$ cat src/counter_map.vh
`ifndef COUNTER_MAP_VH
`define COUNTER_MAP_VH
// Register byte offsets.
`define OFS_CONTROL 6'h00
`define OFS_START_SEL 6'h04
`define OFS_START_EDGE 6'h08
`define OFS_INC_SEL 6'h0C
`define OFS_INC_EDGE 6'h10
`define OFS_RESET_SEL 6'h14
`define OFS_TERMINAL 6'h18
`define OFS_VALUE 6'h1C
`define OFS_SNAPSHOT 6'h20
`define OFS_STATUS 6'h24
`define OFS_COMMAND 6'h28
`define OFS_IRQ_STATUS 6'h2C
`define OFS_IRQ_MASK 6'h30
// Field positions.
`define BIT_MODE_ACTIVE 0
`define BIT_CMD_RESET 0
`define BIT_IRQ_DONE 0
`define BIT_IRQ_OVERFLOW 1
`define BIT_IRQ_RESET 2
// Source encodings shared by start, increment and reset selections.
`define SRC_OFF 4'h0
`define SRC_ACQ_BEGIN 4'h1
`define SRC_ACQ_FINISH 4'h2
`define SRC_EXPO_BEGIN 4'h3
`define SRC_EXPO_FINISH 4'h4
`define SRC_READOUT_BEGIN 4'h5
`define SRC_READOUT_FINISH 4'h6
`define SRC_PROFILE 4'h7
`define SRC_PROFILE_OK 4'h8
`define SRC_PROFILE_BAD 4'h9
`define SRC_LINE_A 4'hA
`define SRC_LINE_B 4'hB
`define SRC_TIMER_DONE 4'hC
`define SRC_COUNTER_DONE 4'hD
`define SRC_INTERNAL_TICK 4'hE
// Edge selection encodings.
`define EDGE_RISING 2'h0
`define EDGE_FALLING 2'h1
`define EDGE_BOTH 2'h2
// Status encodings.
`define STAT_IDLE 3'h0
`define STAT_WAIT 3'h1
`define STAT_ACTIVE 3'h2
`define STAT_COMPLETED 3'h3
`define STAT_OVERFLOW 3'h4
// Reset values.
`define RST_TERMINAL 32'h00000001
`define RST_SEL 4'h0
`define RST_EDGE 2'h0
// AXI responses.
`define RESP_OKAY 2'h0
`define RESP_SLVERR 2'h2
`endif

$ cat src/event_counter.v
// Function
// - Start trigger may be timer one done or counter one done event.
// - Start edge setting matters only for a line start trigger.
// - Line start begins on rising, falling or both edges as selected.
// - Increment source selectable; off means the counter never advances.
// - Acquisition, exposure and readout begin/finish events each add one.
// - Every, accepted or rejected profile triggers each add one.
// - Input line a or b transitions count, qualified by increment edge.
// - Internal tick source advances the count when selected.
// - Timer one done event may add one per occurrence.
// - Line increments on rising, falling or both edges as selected.
// - After any reset the counter waits for the next start trigger.
// - Reset source off means only the software reset command resets.
// - Acquisition, exposure or readout begin events may reset the counter.
// - Reaching terminal count raises a counter done event.
// - Each reset while the counter is enabled captures the value just before it into a snapshot.
// - Status reports idle, wait, active, completed or overflow.
`timescale 1ns/100ps
`include "counter_map.vh"
module event_counter #(
	parameter COUNT_WIDTH = 32,
	parameter TICK_DIV = 50
) (
	input wire ref_clk, // System clock, 50 MHz.
	input wire rst, // Synchronous reset, active high.
	input wire acq_begin_event, // Acquisition start pulse.
	input wire acq_finish_event, // Acquisition end pulse.
	input wire expo_begin_event, // Exposure start pulse.
	input wire expo_finish_event, // Exposure end pulse.
	input wire readout_begin_event, // Readout start pulse.
	input wire readout_finish_event, // Readout end pulse.
	input wire profile_trigger_event, // Any profile trigger pulse.
	input wire accepted_profile_trigger, // Accepted profile trigger pulse.
	input wire rejected_profile_trigger, // Rejected profile trigger pulse.
	input wire timer_one_done_event, // Timer end pulse.
	input wire input_line_a, // Asynchronous input line.
	input wire input_line_b, // Asynchronous input line.
	output reg counter_one_done_event, // One-cycle pulse at terminal count.
	output reg irq, // Level interrupt.
	input wire [5:0] s_axi_awaddr, // Write address.
	input wire s_axi_awvalid, // Write address valid.
	output reg s_axi_awready, // Write address ready.
	input wire [31:0] s_axi_wdata, // Write data.
	input wire [3:0] s_axi_wstrb, // Write strobes.
	input wire s_axi_wvalid, // Write data valid.
	output reg s_axi_wready, // Write data ready.
	output reg [1:0] s_axi_bresp, // Write response.
	output reg s_axi_bvalid, // Write response valid.
	input wire s_axi_bready, // Write response ready.
	input wire [5:0] s_axi_araddr, // Read address.
	input wire s_axi_arvalid, // Read address valid.
	output reg s_axi_arready, // Read address ready.
	output reg [31:0] s_axi_rdata, // Read data.
	output reg [1:0] s_axi_rresp, // Read response.
	output reg s_axi_rvalid, // Read data valid.
	input wire s_axi_rready // Read data ready.
);

	reg mode_active;
	reg [3:0] start_trigger_select;
	reg [1:0] start_edge_select;
	reg [3:0] increment_source_select;
	reg [1:0] increment_edge_select;
	reg [3:0] reset_source_select;
	reg [COUNT_WIDTH-1:0] terminal_count;
	reg [COUNT_WIDTH-1:0] count_value;
	reg [COUNT_WIDTH-1:0] value_snapshot_on_reset;
	reg [2:0] state;
	reg [2:0] irq_status;
	reg [2:0] irq_mask;
	reg [2:0] line_a_sync;
	reg [2:0] line_b_sync;
	reg line_a_level;
	reg line_b_level;
	reg [9:0] event_prev;
	reg [9:0] event_pulse;
	reg [15:0] tick_cnt;
	reg tick_en;
	reg aw_held;
	reg w_held;
	reg [5:0] aw_addr;
	reg [31:0] w_data;
	reg [3:0] w_strb;
	reg soft_reset;
	wire [9:0] event_raw;
	wire line_a_rise;
	wire line_a_fall;
	wire line_b_rise;
	wire line_b_fall;
	wire start_line_a;
	wire start_line_b;
	wire inc_line_a;
	wire inc_line_b;
	wire do_write;
	reg start_hit;
	reg inc_hit;
	reg reset_hit;
	reg [31:0] read_word;
	reg read_ok;

	// Picks rising, falling or both edges from a synchronised line.
	function edge_pick;
		input rise;
		input fall;
		input [1:0] mode;
		begin
			case (mode)
				`EDGE_RISING: edge_pick = rise;
				`EDGE_FALLING: edge_pick = fall;
				`EDGE_BOTH: edge_pick = rise | fall;
				default: edge_pick = 1'b0;
			endcase
		end
	endfunction

	assign event_raw = {timer_one_done_event, rejected_profile_trigger, accepted_profile_trigger,
		profile_trigger_event, readout_finish_event, readout_begin_event, expo_finish_event,
		expo_begin_event, acq_finish_event, acq_begin_event};

	// Synchronise lines and pulse events.
	// Three-stage line synchronisers; the first stage feeds only the second.
	always @(posedge ref_clk) begin
		if (rst) begin
			line_a_sync <= 3'h0;
			line_b_sync <= 3'h0;
			line_a_level <= 1'b0;
			line_b_level <= 1'b0;
			event_prev <= 10'h000;
			event_pulse <= 10'h000;
		end else begin
			line_a_sync <= {line_a_sync[1:0], input_line_a};
			line_b_sync <= {line_b_sync[1:0], input_line_b};
			line_a_level <= (line_a_sync[1] == line_a_sync[2]) ? line_a_sync[2] : line_a_level; // Last agreed level.
			line_b_level <= (line_b_sync[1] == line_b_sync[2]) ? line_b_sync[2] : line_b_level; // Last agreed level.
			event_prev <= event_raw;
			event_pulse <= event_raw & ~event_prev;
		end
	end

	// A change counts once the second and third stages agree on a level other than the last one accepted.
	// A one-cycle glitch that reaches only the second stage is therefore never counted.
	assign line_a_rise = (line_a_sync[1] == line_a_sync[2]) & line_a_sync[2] & ~line_a_level;
	assign line_a_fall = (line_a_sync[1] == line_a_sync[2]) & ~line_a_sync[2] & line_a_level;
	assign line_b_rise = (line_b_sync[1] == line_b_sync[2]) & line_b_sync[2] & ~line_b_level;
	assign line_b_fall = (line_b_sync[1] == line_b_sync[2]) & ~line_b_sync[2] & line_b_level;
	assign start_line_a = edge_pick(line_a_rise, line_a_fall, start_edge_select);
	assign start_line_b = edge_pick(line_b_rise, line_b_fall, start_edge_select);
	assign inc_line_a = edge_pick(line_a_rise, line_a_fall, increment_edge_select);
	assign inc_line_b = edge_pick(line_b_rise, line_b_fall, increment_edge_select);

	// Internal tick divider.
	// Produces a one-cycle enable every TICK_DIV clocks.
	always @(posedge ref_clk) begin
		if (rst || tick_cnt == TICK_DIV[15:0] - 16'h0001) begin
			tick_cnt <= 16'h0000;
			tick_en <= ~rst;
		end else begin
			tick_cnt <= tick_cnt + 16'h0001;
			tick_en <= 1'b0;
		end
	end

	// Decodes the start, increment and reset selections into hit strobes.
	always @* begin
		start_hit = 1'b0;
		inc_hit = 1'b0;
		reset_hit = 1'b0;
		case (start_trigger_select)
			`SRC_ACQ_BEGIN: start_hit = event_pulse[0];
			`SRC_ACQ_FINISH: start_hit = event_pulse[1];
			`SRC_EXPO_BEGIN: start_hit = event_pulse[2];
			`SRC_EXPO_FINISH: start_hit = event_pulse[3];
			`SRC_READOUT_BEGIN: start_hit = event_pulse[4];
			`SRC_READOUT_FINISH: start_hit = event_pulse[5];
			`SRC_PROFILE: start_hit = event_pulse[6];
			`SRC_PROFILE_OK: start_hit = event_pulse[7];
			`SRC_PROFILE_BAD: start_hit = event_pulse[8];
			`SRC_LINE_A: start_hit = start_line_a;
			`SRC_LINE_B: start_hit = start_line_b;
			`SRC_TIMER_DONE: start_hit = event_pulse[9];
			`SRC_COUNTER_DONE: start_hit = counter_one_done_event;
			default: start_hit = 1'b0;
		endcase
		case (increment_source_select)
			`SRC_ACQ_BEGIN: inc_hit = event_pulse[0];
			`SRC_ACQ_FINISH: inc_hit = event_pulse[1];
			`SRC_EXPO_BEGIN: inc_hit = event_pulse[2];
			`SRC_EXPO_FINISH: inc_hit = event_pulse[3];
			`SRC_READOUT_BEGIN: inc_hit = event_pulse[4];
			`SRC_READOUT_FINISH: inc_hit = event_pulse[5];
			`SRC_PROFILE: inc_hit = event_pulse[6];
			`SRC_PROFILE_OK: inc_hit = event_pulse[7];
			`SRC_PROFILE_BAD: inc_hit = event_pulse[8];
			`SRC_LINE_A: inc_hit = inc_line_a;
			`SRC_LINE_B: inc_hit = inc_line_b;
			`SRC_TIMER_DONE: inc_hit = event_pulse[9];
			`SRC_INTERNAL_TICK: inc_hit = tick_en;
			default: inc_hit = 1'b0;
		endcase
		case (reset_source_select)
			`SRC_ACQ_BEGIN: reset_hit = event_pulse[0];
			`SRC_ACQ_FINISH: reset_hit = event_pulse[1];
			`SRC_EXPO_BEGIN: reset_hit = event_pulse[2];
			`SRC_EXPO_FINISH: reset_hit = event_pulse[3];
			`SRC_READOUT_BEGIN: reset_hit = event_pulse[4];
			default: reset_hit = 1'b0;
		endcase
		reset_hit = reset_hit | soft_reset;
	end

	// Counter state machine; reset outranks increment and start.
	always @(posedge ref_clk) begin
		if (rst) begin
			state <= `STAT_IDLE;
			count_value <= {COUNT_WIDTH{1'b0}};
			value_snapshot_on_reset <= {COUNT_WIDTH{1'b0}};
			counter_one_done_event <= 1'b0;
		end else begin
			counter_one_done_event <= 1'b0;
			if (!mode_active || start_trigger_select == `SRC_OFF) begin
				state <= `STAT_IDLE;
			end else if (reset_hit) begin
				value_snapshot_on_reset <= count_value;
				count_value <= {COUNT_WIDTH{1'b0}};
				state <= `STAT_WAIT;
			end else begin
				case (state)
					`STAT_IDLE: state <= `STAT_WAIT;
					`STAT_WAIT: begin
						if (start_hit) begin
							state <= `STAT_ACTIVE;
							count_value <= {COUNT_WIDTH{1'b0}};
						end
					end
					`STAT_ACTIVE: begin
						if (inc_hit) begin
							count_value <= count_value + {{(COUNT_WIDTH-1){1'b0}}, 1'b1};
							if (count_value + {{(COUNT_WIDTH-1){1'b0}}, 1'b1} == terminal_count) begin
								state <= `STAT_COMPLETED;
								counter_one_done_event <= 1'b1;
							end else if (count_value + {{(COUNT_WIDTH-1){1'b0}}, 1'b1} == {COUNT_WIDTH{1'b1}}) begin
								state <= `STAT_OVERFLOW;
							end
						end
					end
					`STAT_COMPLETED: state <= `STAT_COMPLETED;
					`STAT_OVERFLOW: state <= `STAT_OVERFLOW;
					default: state <= `STAT_IDLE;
				endcase
			end
		end
	end

	assign do_write = aw_held && w_held && !s_axi_bvalid;

	// AXI write channel: address and data taken in either order, then one response.
	always @(posedge ref_clk) begin
		if (rst) begin
			s_axi_awready <= 1'b0;
			s_axi_wready <= 1'b0;
			s_axi_bvalid <= 1'b0;
			s_axi_bresp <= `RESP_OKAY;
			aw_held <= 1'b0;
			w_held <= 1'b0;
			aw_addr <= 6'h00;
			w_data <= 32'h00000000;
			w_strb <= 4'h0;
		end else begin
			s_axi_awready <= !aw_held && !s_axi_awready && s_axi_awvalid;
			s_axi_wready <= !w_held && !s_axi_wready && s_axi_wvalid;
			if (s_axi_awvalid && s_axi_awready) begin
				aw_held <= 1'b1;
				aw_addr <= s_axi_awaddr;
			end
			if (s_axi_wvalid && s_axi_wready) begin
				w_held <= 1'b1;
				w_data <= s_axi_wdata;
				w_strb <= s_axi_wstrb;
			end
			if (do_write) begin
				aw_held <= 1'b0;
				w_held <= 1'b0;
				s_axi_bvalid <= 1'b1;
				s_axi_bresp <= (aw_addr <= `OFS_IRQ_MASK && aw_addr[1:0] == 2'h0) ? `RESP_OKAY : `RESP_SLVERR;
			end else if (s_axi_bready) begin
				s_axi_bvalid <= 1'b0;
			end
		end
	end

	// Configuration registers, command strobe and sticky interrupt flags.
	always @(posedge ref_clk) begin
		if (rst) begin
			mode_active <= 1'b0;
			start_trigger_select <= `RST_SEL;
			start_edge_select <= `RST_EDGE;
			increment_source_select <= `RST_SEL;
			increment_edge_select <= `RST_EDGE;
			reset_source_select <= `RST_SEL;
			terminal_count <= `RST_TERMINAL;
			soft_reset <= 1'b0;
			irq_status <= 3'h0;
			irq_mask <= 3'h0;
			irq <= 1'b0;
		end else begin
			soft_reset <= 1'b0;
			if (do_write && w_strb[0]) begin
				case (aw_addr)
					`OFS_CONTROL: mode_active <= w_data[`BIT_MODE_ACTIVE];
					`OFS_START_SEL: start_trigger_select <= w_data[3:0];
					`OFS_START_EDGE: start_edge_select <= w_data[1:0];
					`OFS_INC_SEL: increment_source_select <= w_data[3:0];
					`OFS_INC_EDGE: increment_edge_select <= w_data[1:0];
					`OFS_RESET_SEL: reset_source_select <= w_data[3:0];
					`OFS_COMMAND: soft_reset <= w_data[`BIT_CMD_RESET];
					`OFS_IRQ_MASK: irq_mask <= w_data[2:0];
					default: soft_reset <= 1'b0;
				endcase
			end
			if (do_write && aw_addr == `OFS_TERMINAL) begin
				terminal_count <= {(w_strb[3] ? w_data[31:24] : terminal_count[31:24]),
					(w_strb[2] ? w_data[23:16] : terminal_count[23:16]),
					(w_strb[1] ? w_data[15:8] : terminal_count[15:8]),
					(w_strb[0] ? w_data[7:0] : terminal_count[7:0])};
			end
			// Write-one-to-clear; a new event in the same cycle wins.
			irq_status <= (irq_status & ~((do_write && aw_addr == `OFS_IRQ_STATUS && w_strb[0]) ? w_data[2:0] : 3'h0))
				| {reset_hit && mode_active && start_trigger_select != `SRC_OFF,
				state == `STAT_ACTIVE && mode_active && start_trigger_select != `SRC_OFF && !reset_hit && inc_hit
				&& count_value + {{(COUNT_WIDTH-1){1'b0}}, 1'b1} != terminal_count
				&& count_value + {{(COUNT_WIDTH-1){1'b0}}, 1'b1} == {COUNT_WIDTH{1'b1}},
				counter_one_done_event};
			irq <= |(irq_status & irq_mask);
		end
	end

	// Read multiplexer.
	always @* begin
		read_word = 32'h00000000;
		read_ok = 1'b1;
		case (s_axi_araddr)
			`OFS_CONTROL: read_word[`BIT_MODE_ACTIVE] = mode_active;
			`OFS_START_SEL: read_word[3:0] = start_trigger_select;
			`OFS_START_EDGE: read_word[1:0] = start_edge_select;
			`OFS_INC_SEL: read_word[3:0] = increment_source_select;
			`OFS_INC_EDGE: read_word[1:0] = increment_edge_select;
			`OFS_RESET_SEL: read_word[3:0] = reset_source_select;
			`OFS_TERMINAL: read_word = terminal_count;
			`OFS_VALUE: read_word = count_value;
			`OFS_SNAPSHOT: read_word = value_snapshot_on_reset;
			`OFS_STATUS: read_word[2:0] = state;
			`OFS_COMMAND: read_word = 32'h00000000;
			`OFS_IRQ_STATUS: read_word[2:0] = irq_status;
			`OFS_IRQ_MASK: read_word[2:0] = irq_mask;
			default: read_ok = 1'b0;
		endcase
	end

	// AXI read channel: one read at a time, data one cycle after the address.
	always @(posedge ref_clk) begin
		if (rst) begin
			s_axi_arready <= 1'b0;
			s_axi_rvalid <= 1'b0;
			s_axi_rdata <= 32'h00000000;
			s_axi_rresp <= `RESP_OKAY;
		end else begin
			s_axi_arready <= !s_axi_arready && !s_axi_rvalid && s_axi_arvalid;
			if (s_axi_arvalid && s_axi_arready) begin
				s_axi_rvalid <= 1'b1;
				s_axi_rdata <= read_word;
				s_axi_rresp <= read_ok ? `RESP_OKAY : `RESP_SLVERR;
			end else if (s_axi_rready) begin
				s_axi_rvalid <= 1'b0;
			end
		end
	end

endmodule // event_counter

$ cat config.mk
export PLATFORM = sky130hd
export DESIGN_NAME = event_counter
export DESIGN_NICKNAME = d
export VERILOG_FILES = /design/src/event_counter.v
export VERILOG_INCLUDE_DIRS = /design/src
export SDC_FILE = /design/constraint.sdc
export NUM_CORES = 1
export LEC_CHECK = 0
export ABC_AREA = 1
export BUFFER_PORTS_ARGS = -buffer_cell sky130_fd_sc_hd__buf_2
export CAP_MARGIN = 10
export CORE_MARGIN = 2
export CORE_UTILIZATION = 60
export DETAILED_ROUTE_END_ITERATION = 12
export GPL_TIMING_DRIVEN = 0
export PLACE_DENSITY = 0.89
export SYNTH_ARGS = -nofsm -noshare
export SYNTH_HDL_FRONTEND = slang
export SYNTH_SLANG_ARGS = --single-unit
$ cat constraint.sdc
create_clock -name ref_clk -period 2.87 [get_ports ref_clk]
set_input_delay 0.7175 -clock ref_clk [delete_from_list [all_inputs] [get_ports ref_clk]]
set_output_delay 0.7175 -clock ref_clk [all_outputs]
set_load 0.005 [all_outputs]
-- Word level (Yosys, flattened, before mapping)
Index checks and enable logic that the tools add are counted.
Widths: inputs -> output; s select.
- flip-flop bits (word level): 255
- latch bits: 0
- bits in writable memories: 0
- ROM bits: 0
- output and inout port bits: 43
- logic and storage cells: 241
- memories kept: 0
- add/subtract/negate cells: 2
- multiply operators: 0
- divide/modulo/power cells: 0
- order comparisons: 1
- eq/ne operators: 72
- shift operators: 0
- mux-type cells: 31
- bitwise operators: 27
- reductions and logical operators: 68
- operator list (operator ; count):
    $mux 32 ; 3
    $pmux 28 s3 ; 1
    $pmux 32 s2 ; 1
    $eq 4x4->1 const B ; 12
    $eq 6x6->1 const B ; 8
    $eq 6x5->1 const B ; 7
    $eq 4x3->1 const B ; 10
    $add 32x1->32 const B ; 1
    $eq 32x32->1 ; 1
    $eq 32x32->1 const B ; 1
    $ne 32x32->1 ; 1
    $pmux 1 s13 ; 2
    $eq 4x2->1 const B ; 6
    $eq 6x4->1 const B ; 4
    $logic_and 1x1->1 ; 24
    $reduce_and 2->1 ; 12
    $add 16x1->16 const B ; 1
    $eq 16x6->1 const B ; 1
    $mux 3 ; 5
    $pmux 3 s5 ; 1
    $reduce_or 13->1 ; 1
    $eq 4x1->1 const B ; 3
    $eq 6x3->1 const B ; 2
    $logic_not 6->1 ; 2
    40 further kinds ; 91

-- Logic depth before layout (Yosys ltp)
Gate-level depths: netlist (run 1).
- depth in word-level cells: 10
- mapped depth: 20

-- Worst setup path before layout (run 1)
No wires, ideal clock.
- path type: flip-flop to flip-flop
- start: reg count_value[1]
- end: reg state[1]
- library setup time: 117 ps
- arrival time: 2097 ps
- required time: 2753 ps
- setup slack: 656 ps
- stages on the path, launching flop included: 16
- cells stage by stage: dfxtp_1 > ha_1 > nand2_2 > nor2_8 > nand2_4 > nor2_8 > nand3_1 > nand3_2 > nand2_1 > or3_1 > nor2_1 > nand2_1 > nand2_1 > nand2_1 > a21oi_1 > nor2_1
- cells in the longest elaborated chain, start to end: 5
- RTL lines (element ; line ; RTL):
    start, declared ; event_counter.v:66 ; reg [COUNT_WIDTH-1:0] count_value;
    start signal, assigned ; event_counter.v:215 ; count_value <= {COUNT_WIDTH{1'b0}};
    start signal, assigned ; event_counter.v:224 ; count_value <= {COUNT_WIDTH{1'b0}};
    start signal, assigned ; event_counter.v:232 ; count_value <= {COUNT_WIDTH{1'b0}};
    $add 32x1->32 * ; event_counter.v:238, event_counter.v:241 ;
    $eq 32x32->1 ; event_counter.v:238 ; if (count_value + {{(COUNT_WIDTH-1){1'b0}}, 1'b1} == terminal_count) begin
    $mux 3 ; event_counter.v:238 ;
    $mux 3 ; event_counter.v:236 ; if (inc_hit) begin
    $pmux 3 s5 ; event_counter.v:227 ; case (state)
    end signal, assigned ; event_counter.v:228 ; `STAT_IDLE: state <= `STAT_WAIT;
    end signal, assigned ; event_counter.v:231 ; state <= `STAT_ACTIVE;
    end signal, assigned ; event_counter.v:239 ; state <= `STAT_COMPLETED;
    end, declared ; event_counter.v:68 ; reg [2:0] state;
Every way passes the cells marked *; elsewhere a longest branch is shown, timed or not. The select of a mux whose other input is x is not followed.
A chain may end at the register's enable or synchronous reset.

-- Worst setup path after layout (run 1)
- start: reg count_value[13]
- end: reg state[1]
The elaborated chain is that of the path after synthesis.

==> run metrics, run 1 <==
Antenna Cells=0; cells after synthesis=1886; Final Hold Fails=0; CTS clock-pin slew for the worst setup and hold paths=0.06 ns; crit-path cells=nand2_1 > nor2_1 > nand2_1 > nor2_1 > nand3_1 > nand2_1 > nand2_1 > nor2_1 > nand3_1 > nor2_2 > nor2_1 > nand2_1 > nand2_1 > a21oi_1 > nor2_1; Worst-Skew Late Latency=0.55 ns; Async SR Flop Fraction=0%; Root Buffer=clkbuf_16; worst vdd ir=0.548 mV; # DRC=0; Power Total=7.76 mW; # port buffers=106; FF+latch count, synth=253; # clock sinks=253; crit-path max FO=5; Total Routing Usage GR=39.1%; area grow syn2layout=15.4%; first-pass GRT wire length=66800 um; final worst-path cycle share=98.3%; Hold-fix buffers, CTS=0; Max clock buf depth=3; final setup fails=0; yosys synthesis warning count=0; H-tree Lvls=1; main combinational cell family by area after synthesis=simple AND/OR/NAND/NOR gates; ys flop type=dfxtp_1; FILL cells=1742; kind of cell adding the most delay to the critical path=simple AND/OR/NAND/NOR gates; WL per Instance=18.8 um; final WL=43500 um; Slowest Stage Delay on Critical Path=0.42 ns; CP endpoint kind=register; TritonCTS buffer count=26; nets=2098; # IOs=110; via density per instance=5.92; FF/Latch Area=0.00507 mm^2; Netlist cell types=42; row count=52; worst path bufs/invs=0; startpoint types=register; core area=0.0202 mm^2; CP Data Required Time=3.30 ns; number of global-route vias before repair=12500; mean post-synth cell area=6.57 um^2; die footprint=0.0218 mm^2; tightest hold margin=0.375 ns; Most Frequent Cell on Critical Path=nand2_1; Die Height=148 um; Synth Area in Simple Gates=32.3%; CP Depth=15; Vias=13700; Peak Freq=354 MHz; Starting Density=61.3%; Die X=148 um; setup slack, reg-to-reg=0.05 ns; Maximum Capacitance Violations=0; Reg2Reg Depth=15; Worst-Margin Slew=1.10 ns; R2R Path End=state[1]; Post-Synth Adder-Cell Area=0.807%; DP Wirelength=33000 um; clock skew=0.0110 ns; Hold/Removal Path Class=in2reg; CP Launch Point=count_value[13]; worst setup path class=reg2reg; initial DRC count=1448; Final min period=2.82 ns; status=finished, final reports clean; CTS tree=done; Seq/Total Area, Yosys=40.9%; Worst Path Arrival=3.25 ns; crit path max-delay cell type=dfxtp_1; grt total ovfl=0; Worst slew margin=26.2%; Post-synth EDFFs=0; Pleak=6.31 nW; Slew Limit Fails=0; Synth Area in XOR/XNOR=0.141%; RSZ-0062 raised after global routing=yes; first-pass detailed-route iteration total=5; mux contribution to synthesized area=0%; FF-to-FF Start=count_value[13]; Final ANT Viol Nets=0; crit path to=state[1]; RePlAce Congestion=1.04; share of layout cells above drive strength 1=10.1%; synthesized area=0.0124 mm^2; Power Density=542 mW/mm^2; antenna violations before repair=0; Synth Area in Compound Gates=17.3%; pin count of the biggest net entering global routing=15; multi-input logic area=0.00632 mm^2
==> state kept, by name, summed over array words and instances, names as in the netlist, 10 cells and up <==
register and count:
count_value 32, event_prev 10, event_pulse 10, s_axi_rdata 32, terminal_count 32, tick_cnt 16, value_snapshot_on_reset 32, w_data 32
==> timing repair <==
item	4_1_cts	5_1_grt
setup endpoints to repair	0	14
resized for setup	0	20
setup buffers	0	2
==> per-stage QoR <==
step | instance area, um^2 | setup slack, ns | std cells | util, % | setup TNS, ns
5_1_grt | 14300 | -0.0275 | 2313 | 70.7 | -0.0275
4_1_cts | 14200 | 0.0471 | 2311 | 70.3 | 0
3_3_place_gp | 13300 | -0.174 | 2263 | 65.6 | -0.223
3_5_place_dp | 13300 | -0.181 | 2263 | 65.6 | -0.311
6_report | 14300 | 0.0485 | 2313 | 70.7 | 0
2_1_floorplan | 12400 | 0.656 | 1887 | - | 0
==> cell usage after synthesis (2+ instances only) <==
master	number	share of area [%]
nor4_1	5	0.25
clkinv_1	3	0.091
nor2_2	4	0.20
nor2_8	4	0.65
nand3_2	2	0.16
o21ai_1	3	0.12
inv_1	202	6.1
a31oi_1	2	0.10
nand2_2	8	0.40
buf_2	6	0.24
a21oi_1	168	6.8
buf_1	4	0.12
nor3b_1	3	0.18
o221ai_1	32	2.3
or2_2	3	0.15
buf_4	2	0.12
nor2_4	4	0.36
dfxtp_1	253	41
inv_2	2	0.061
a211oi_1	5	0.30
a311oi_1	2	0.14
nand3_1	107	4.3
o22ai_1	17	0.86
o211ai_1	3	0.18
ha_1	8	0.81
nand4_1	16	0.81
nand2_1	479	15
nor3_1	31	1.3
xor2_1	2	0.14
nor2_1	285	8.6
o21a_1	2	0.12
o2111ai_1	2	0.14
clkbuf_1	59	1.8
a221oi_1	5	0.35
nand2_4	2	0.18
o21ai_0	145	5.9
==> how the worst min path moves through the flow <==
stage          cells after the start           from              to
2_1_floorplan                      1  event_prev[9]  event_pulse[9]
3_3_place_gp                       1  event_prev[9]  event_pulse[9]
3_5_place_dp                       1  event_prev[9]  event_pulse[9]
4_1_cts                            3   input_line_a  line_a_sync[0]
5_1_grt                            3   input_line_a  line_a_sync[0]
6_report                           3   input_line_a  line_a_sync[0]
==> layer usage <==
layer	GRT usage [%]	vias to the layer above	wire length (um)
li1	-	6432	-
met5	0	-	0
met4	17.4	0	2110
met3	7.87	145	5450
met2	60.3	887	18700
met1	53.3	6232	17300
==> cells in the final DEF, fill, tap and decap left out, drive strengths merged, types with 32 or more instances in the layout <==
cell type / synthesis / layout
o21ai: 148 / 148
o221ai: 32 / 32
nor3: 32 / 32
nand3: 109 / 109
buf: 12 / 120
inv: 204 / 204
nor2: 297 / 297
nand2: 489 / 489
clkbuf: 59 / 89
dfxtp: 253 / 253
a21oi: 168 / 168
==> power breakdown <==
part / switching [mW] / internal [mW] / leakage (nW)
clock: 1.48 / 2.32 / 0.465
sequential: 0.0347 / 3.57 / 2.05
combinational: 0.239 / 0.104 / 3.80
total: 1.76 / 6.00 / 6.31
==> kinds of logic (layout without fill, tap and decap cells) <==
logic type	Yosys count	in the layout
AO/OA/AOI/OAI	387	387
XOR/XNOR	2	2
adder cells (fa/ha/maj)	8	8
buffers and inverters	278	434
flip-flops	253	253
other	1	2
AND/OR/NAND/NOR	957	957
==> cell type report <==
| type | count | area share (%) |
|---|---|---|
| plain buffers | 71 | 1.98 |
| inverters | 207 | 5.43 |
| flip-flops and latches | 253 | 35.4 |
| clock inverters | 18 | 1.99 |
| repair buffers | 108 | 3.90 |
| clock buffers | 30 | 4.72 |
| multi-input cells | 1356 | 44.2 |
| well taps | 270 | 2.36 |
==> worst min-delay path: stages <==
cell,delay (ns)
buf_2,0.08
inv_1,0.03
nor2_1,0.06
Power figures use the tool's default switching activity.
==> inputs of run 2 (changes only) <==
- SETUP_SLACK_MARGIN: not set -> 0.3
==> run 2 against run 1 <==
Sequential share of layout area shrank 0.86 points. Clock-buffer cell count is the same. Register-to-register slack gained 0.28 ns. Clock skew shrank 0.00093 ns. Worst setup slack gained 0.28 ns. Critical endpoint unchanged.
==> run metrics, run 2 (synthesis results as in run 1) <==
TritonCTS buffer count=26 (unchanged); die footprint=0.0218 mm^2 (unchanged); Die Height=148 um (unchanged); RePlAce Congestion=1.04 (unchanged); M2 GR Usage=60.3% (+0.093 points); Vias=13800 (+0.91%); core area=0.0202 mm^2 (unchanged); crit-path cells=ha_4 > nand2_4 > nor2_8 > nand2_8 > nor2_4 > buf_12 > nand3_1 > nand2_1 > nand2_1 > nor2_2 > nand3_2 > nor2_4 > nor2_1 > nand2_2 > nand2_1 > a21oi_1 > nor2_1; Slew Limit Fails=0 (unchanged); Worst Path Arrival=2.98 ns (-0.27 ns); CTS tree=done; tightest hold margin=0.374 ns (-0.00124 ns); Antenna Cells=0 (unchanged); Maximum Capacitance Violations=0 (unchanged); FILL cells=1677 (-3.7%); WL per Instance=18.9 um (+0.50%); Power Density=527 mW/mm^2 (-2.9%); crit-path max FO=6 (+1); clock skew=0.0101 ns (-0.000935 ns); crit path max-delay cell type=dfxtp_4; Root Buffer=clkbuf_16; Power Total=7.75 mW (about the same); first-pass GRT wire length=67000 um (+0.40%); # port buffers=106 (unchanged); via density per instance=5.95 (+0.43%); Slowest Stage Delay on Critical Path=0.39 ns (-0.03 ns); grt total ovfl=0 (unchanged); most frequent cells in the layout=nand2_1 (459), nor2_1 (261), dfxtp_1 (238); H-tree Lvls=1 (unchanged); Hold-fix buffers, CTS=0 (unchanged); Worst-Margin Slew=1.11 ns (+0.0166 ns); final WL=43900 um (+0.97%); Max clock buf depth=3 (unchanged); Worst slew margin=25.1% (-1.1 points); row count=52 (unchanged); Starting Density=61.3% (unchanged); CP endpoint kind=register; Most Frequent Cell on Critical Path=nand2_1; Final Hold Fails=0 (unchanged); pin count of the biggest net entering global routing=15 (unchanged); antenna violations before repair=0 (unchanged); Worst-Skew Late Latency=0.55 ns (about the same); # clock sinks=253 (unchanged); share of layout cells above drive strength 1=14.0% (+3.9 points); GR peak layer=met2; startpoint types=register; RSZ-0062 raised after global routing=yes; Final min period=2.54 ns (-0.277 ns); GR Util met3=7.90% (+0.031 points); commonest non-fill, non-tap cell in the layout=nand2_1; first-pass detailed-route iteration total=6 (+1); Final ANT Viol Nets=0 (unchanged); final instance area=0.0147 mm^2 (+2.9%); nets=2109 (+0.52%); worst vdd ir=0.549 mV (+0.30%); final setup fails=0 (unchanged); Pleak=6.44 nW (+2.0%); DP Area=0.0133 mm^2 (unchanged); worst setup path class=reg2reg; # DRC=0 (unchanged); initial DRC count=1569 (+8.4%); CP Data Required Time=3.30 ns (about the same); Peak Freq=393 MHz (+11%); DP Wirelength=33000 um (unchanged); Die X=148 um (unchanged); # IOs=110 (unchanged); CTS clock-pin slew for the worst setup and hold paths=0.06 ns (about the same); met1 GRT Util=53.4% (+0.078 points); Total Routing Usage GR=39.2% (+0.11 points); final worst-path cycle share=88.7% (-9.6 points); Hold/Removal Path Class=in2reg; area grow syn2layout=18.7%; status=finished, final reports clean; number of global-route vias before repair=12600 (+0.38%)
==> run 2: worst paths after layout <==
kind	from	end	cells after the start	slack [ns]
setup / recovery	count_value[0]	state[1]	17	0.33
hold / removal	input_line_a	line_a_sync[0]	3	0.37
setup reg to reg	count_value[0]	state[1]	17	0.33
hold reg to reg	event_prev[9]	event_pulse[9]	1	0.39
==> run 2: per-layer routing <==
metal	routed length, um	up-vias
met2	19000	858
met5	0	-
met4	2070	0
li1	-	6457
met3	5310	151
met1	17500	6354
==> run 2: final cells by class <==
type                            instances  area (um^2)  area share (%)
Multi-Input combinational cell       1356         6600            44.8
Tap cell                              270          338            2.30
Clock inverter                         18          284            1.93
Inverter                              207          777            5.28
Sequential cell                       253         5090            34.6
Clock buffer                           30          676            4.59
Timing Repair Buffer                  119          657            4.46
Buffer                                 71          298            2.02
==> run 2: worst max-delay path, delay by kind of cell, from the launching register on <==
| kind | cells | cell delay (ns) |
|---|---|---|
| flip-flops | 1 | 0.39 |
| AO/OA/AOI/OAI | 1 | 0.11 |
| buffers and inverters | 1 | 0.13 |
| AND/OR/NAND/NOR | 14 | 1.64 |
| adder cells (fa/ha/maj) | 1 | 0.16 |
==> run 2: repair_timing <==
| item | in CTS | in global routing |
|---|---|---|
| pin swaps | 3 | 16 |
| buffers inserted | 2 | 11 |
| setup endpoints to repair | 17 | 84 |
| gates resized for setup | 20 | 105 |
==> run 2: report_power, final <==
group / switching (mW) / internal [mW]
sequential: 0.0350 / 3.57
clock: 1.48 / 2.32
combinational: 0.239 / 0.104
==> run 2: metrics by stage <==
step | instances | util, % | setup TNS, ns | worst slack, ns
after floorplan | 1887 | - | 0 | 0.656
after global placement | 2263 | 65.6 | -0.223 | -0.174
after detailed placement | 2263 | 65.6 | -0.311 | -0.181
after CTS | 2313 | 70.6 | 0 | 0.263
after global routing | 2324 | 72.7 | 0 | 0.224
final | 2324 | 72.7 | 0 | 0.325
==> inputs of run 3 (changes only) <==
- CORE_ASPECT_RATIO: not set -> 0.9
- CTS_CLUSTER_DIAMETER: not set -> 200
==> run 3 against run 2 <==
Clock power down 12%. Largest cell class unchanged. Worst setup slack worse by 0.021 ns. Sequential share of layout area up 0.45 points. Via count up 1.7%. Register-to-register slack worse by 0.02 ns. Worst hold slack better by 0.0058 ns.
==> run metrics, run 3 (synthesis results as in run 1) <==
Hold Path Depth=3 (unchanged); Vias=14100 (+1.7%); via density per instance=6.09 (+2.5%); Slowest Stage Delay on Critical Path=0.39 ns (about the same); R2R Path End=state[1]; WL per Instance=19.8 um (+5.0%); initial DRC count=2234 (+42%); CTS tree=done; number of global-route vias before repair=12600 (+0.50%); Worst Min Path Start=input_line_a; Hold/Removal Path Class=in2reg; # DRC=0 (unchanged); share of layout cells above drive strength 1=14.0% (-0.070 points); pin count of the biggest net entering global routing=15 (unchanged); Comb pwr share=4.8% (+0.4 points); Root Buffer=clkbuf_16; Worst-Skew Late Latency=0.55 ns (about the same); crit-path max FO=6 (unchanged); kind of cell adding the most delay to the critical path=simple AND/OR/NAND/NOR gates; setup slack, reg-to-reg=0.30 ns (-0.02 ns); clock skew=0.0153 ns (+0.00519 ns); startpoint types=register; die footprint=0.0218 mm^2 (about the same); final setup fails=0 (unchanged); CP Depth=15 (-2); final instance area=0.0145 mm^2 (-1.3%); Final Util=72.2% (-0.52 points); Die Height=140 um (-5.0%); status=finished, final reports clean; grt total ovfl=0 (unchanged); FF-to-FF Start=count_value[0]; Maximum Capacitance Violations=0 (unchanged); area grow syn2layout=17.2%; nets=2108 (-0.047%); worst vdd ir=0.623 mV (+13%); Reg2Reg Depth=15 (-2); switching power=1.76 mW (+0.46%); final worst-path cycle share=89.4% (+0.74 points); first-pass GRT wire length=68700 um (+2.4%); Die X=156 um (+5.3%); row count=49 (-5.8%); # port buffers=106 (unchanged); commonest non-fill, non-tap cell in the layout=nand2_1; Starting Density=61.6% (+0.38 points); core area=0.0201 mm^2 (-0.62%); Slew Limit Fails=0 (unchanged); FILL cells=1681 (+0.24%); TritonCTS buffer count=26 (unchanged); worst setup path class=reg2reg; # IOs=110 (unchanged); Final ANT Viol Nets=0 (unchanged); setup slack after layout=0.304 ns (-0.0212 ns); crit path max-delay cell type=dfxtp_4; RePlAce Congestion=1.02 (-1.7%); Final Non-Filler Cells=2306 (-0.77%); internal power=5.54 mW (-7.7%); most frequent cells in the layout=nand2_1 (456), nor2_1 (262), dfxtp_1 (240); final WL=45800 um (+4.2%); Seq pwr share=49.4% (+2.9 points); worst path bufs/invs=0 (-1); Final min period=2.57 ns (+0.0212 ns); CP endpoint kind=register; Total Routing Usage GR=40.4% (+1.2 points); DP Area=0.0133 mm^2 (-0.14%); Hold Path Sink=line_a_sync[0]; antenna violations before repair=1 (+1); Max clock buf depth=3 (unchanged); Place WS=-0.131 ns (+0.0499 ns); first-pass detailed-route iteration total=6 (unchanged); Peak Freq=390 MHz (-0.83%); placed insts=2248 (-0.66%); H-tree Lvls=1 (unchanged); CP Data Required Time=3.30 ns (about the same); DP Wirelength=33700 um (+2.2%); Final Hold Fails=0 (unchanged); sw frac=24.1% (+1.5 points); Worst-Margin Slew=0.888 ns (-0.225 ns); RSZ-0062 raised after global routing=yes; Power Density=502 mW/mm^2 (-4.6%); Pleak=6.40 nW (-0.61%); crit-path cells=ha_4 > nand2_4 > nor2_8 > nand2_4 > nor2_8 > nand3_1 > nand3_1 > nand2_1 > or3_1 > nor2_2 > nand2_2 > nand2_2 > nand2_1 > a21oi_2 > nor2_1; Worst slew margin=40.2% (+15 points); CTS clock-pin slew for the worst setup and hold paths=0.07 ns (about the same); # clock sinks=253 (unchanged); clock power share=45.8% (-3.3 points); Worst Path Arrival=2.99 ns (about the same)
==> run 3: changes by cell type in the layout (fill, tap and decap cells not counted), moves of 3 or more <==
cell	previous run	this run
clkinv_2	7	4
clkbuf_2	7	10
nand2_2	23	28
nand2_1	459	456
bufinv_16	7	1
nor2_4	18	15
clkbuf_8	1	4
nand3_1	98	101
==> run 3: worst max path at each step <==
stage	from	end	slack [ns]
2_1_floorplan	count_value[1]	state[1]	0.66
3_3_place_gp	s_axi_araddr[1]	s_axi_rdata[14]	-0.11
6_report	count_value[0]	state[1]	0.30
5_1_grt	count_value[0]	state[1]	0.18
4_1_cts	count_value[1]	state[1]	0.23
3_5_place_dp	s_axi_araddr[1]	s_axi_rdata[14]	-0.13
==> run 3: cell type report <==
class / count / area [um^2] / area share (%)
Sequential cell: 253 / 5090 / 35.0
Buffer: 71 / 310 / 2.14
Tap cell: 255 / 319 / 2.20
Multi-Input combinational cell: 1357 / 6570 / 45.3
Clock inverter: 11 / 106 / 0.732
Timing Repair Buffer: 117 / 627 / 4.32
Inverter: 207 / 777 / 5.35
Antenna cell: 1 / 2.50 / 0.0172
Clock buffer: 34 / 721 / 4.96
==> run 3: metrics by stage <==
stage | hold WS [ns] | setup TNS, ns | power, mW
global placement | 0.378 | -0.759 | 3.99
floorplan | 0.373 | 0 | 3.85
global route | 0.385 | 0 | 7.44
detailed placement | 0.382 | -1.03 | 4.01
CTS | 0.375 | 0 | 7.25
finish | 0.380 | 0 | 7.30
==> run 3: timing repair <==
action | CTS | global route
gates resized for setup | 16 | 113
pin swaps | 4 | 14
cloned | 0 | 1
hold buffers | 0 | 0
setup endpoints to repair | 36 | 83
buffers inserted | 5 | 5
==> run 3: power groups by stage <==
stage	sequential (mW)	combinational [mW]	clock, mW
2_1_floorplan	3.67	0.182	0
3_3_place_gp	3.68	0.314	0
3_5_place_dp	3.68	0.326	0
4_1_cts	3.60	0.333	3.31
5_1_grt	3.61	0.379	3.45
6_report	3.60	0.349	3.35
==> run 3: routing by layer <==
metal	vias to the layer above	track usage [%]	routed length, um
met3	124	11.4	6580
met5	-	0	0
met4	0	11.8	1340
met1	6429	57.9	18800
li1	6455	-	-
met2	1043	59.3	19000
==> run 3: worst min-delay path: cells and delay by family <==
kind                   cells  cell delay, ns
and+or+nand+nor            1            0.06
buffers and inverters      2            0.10
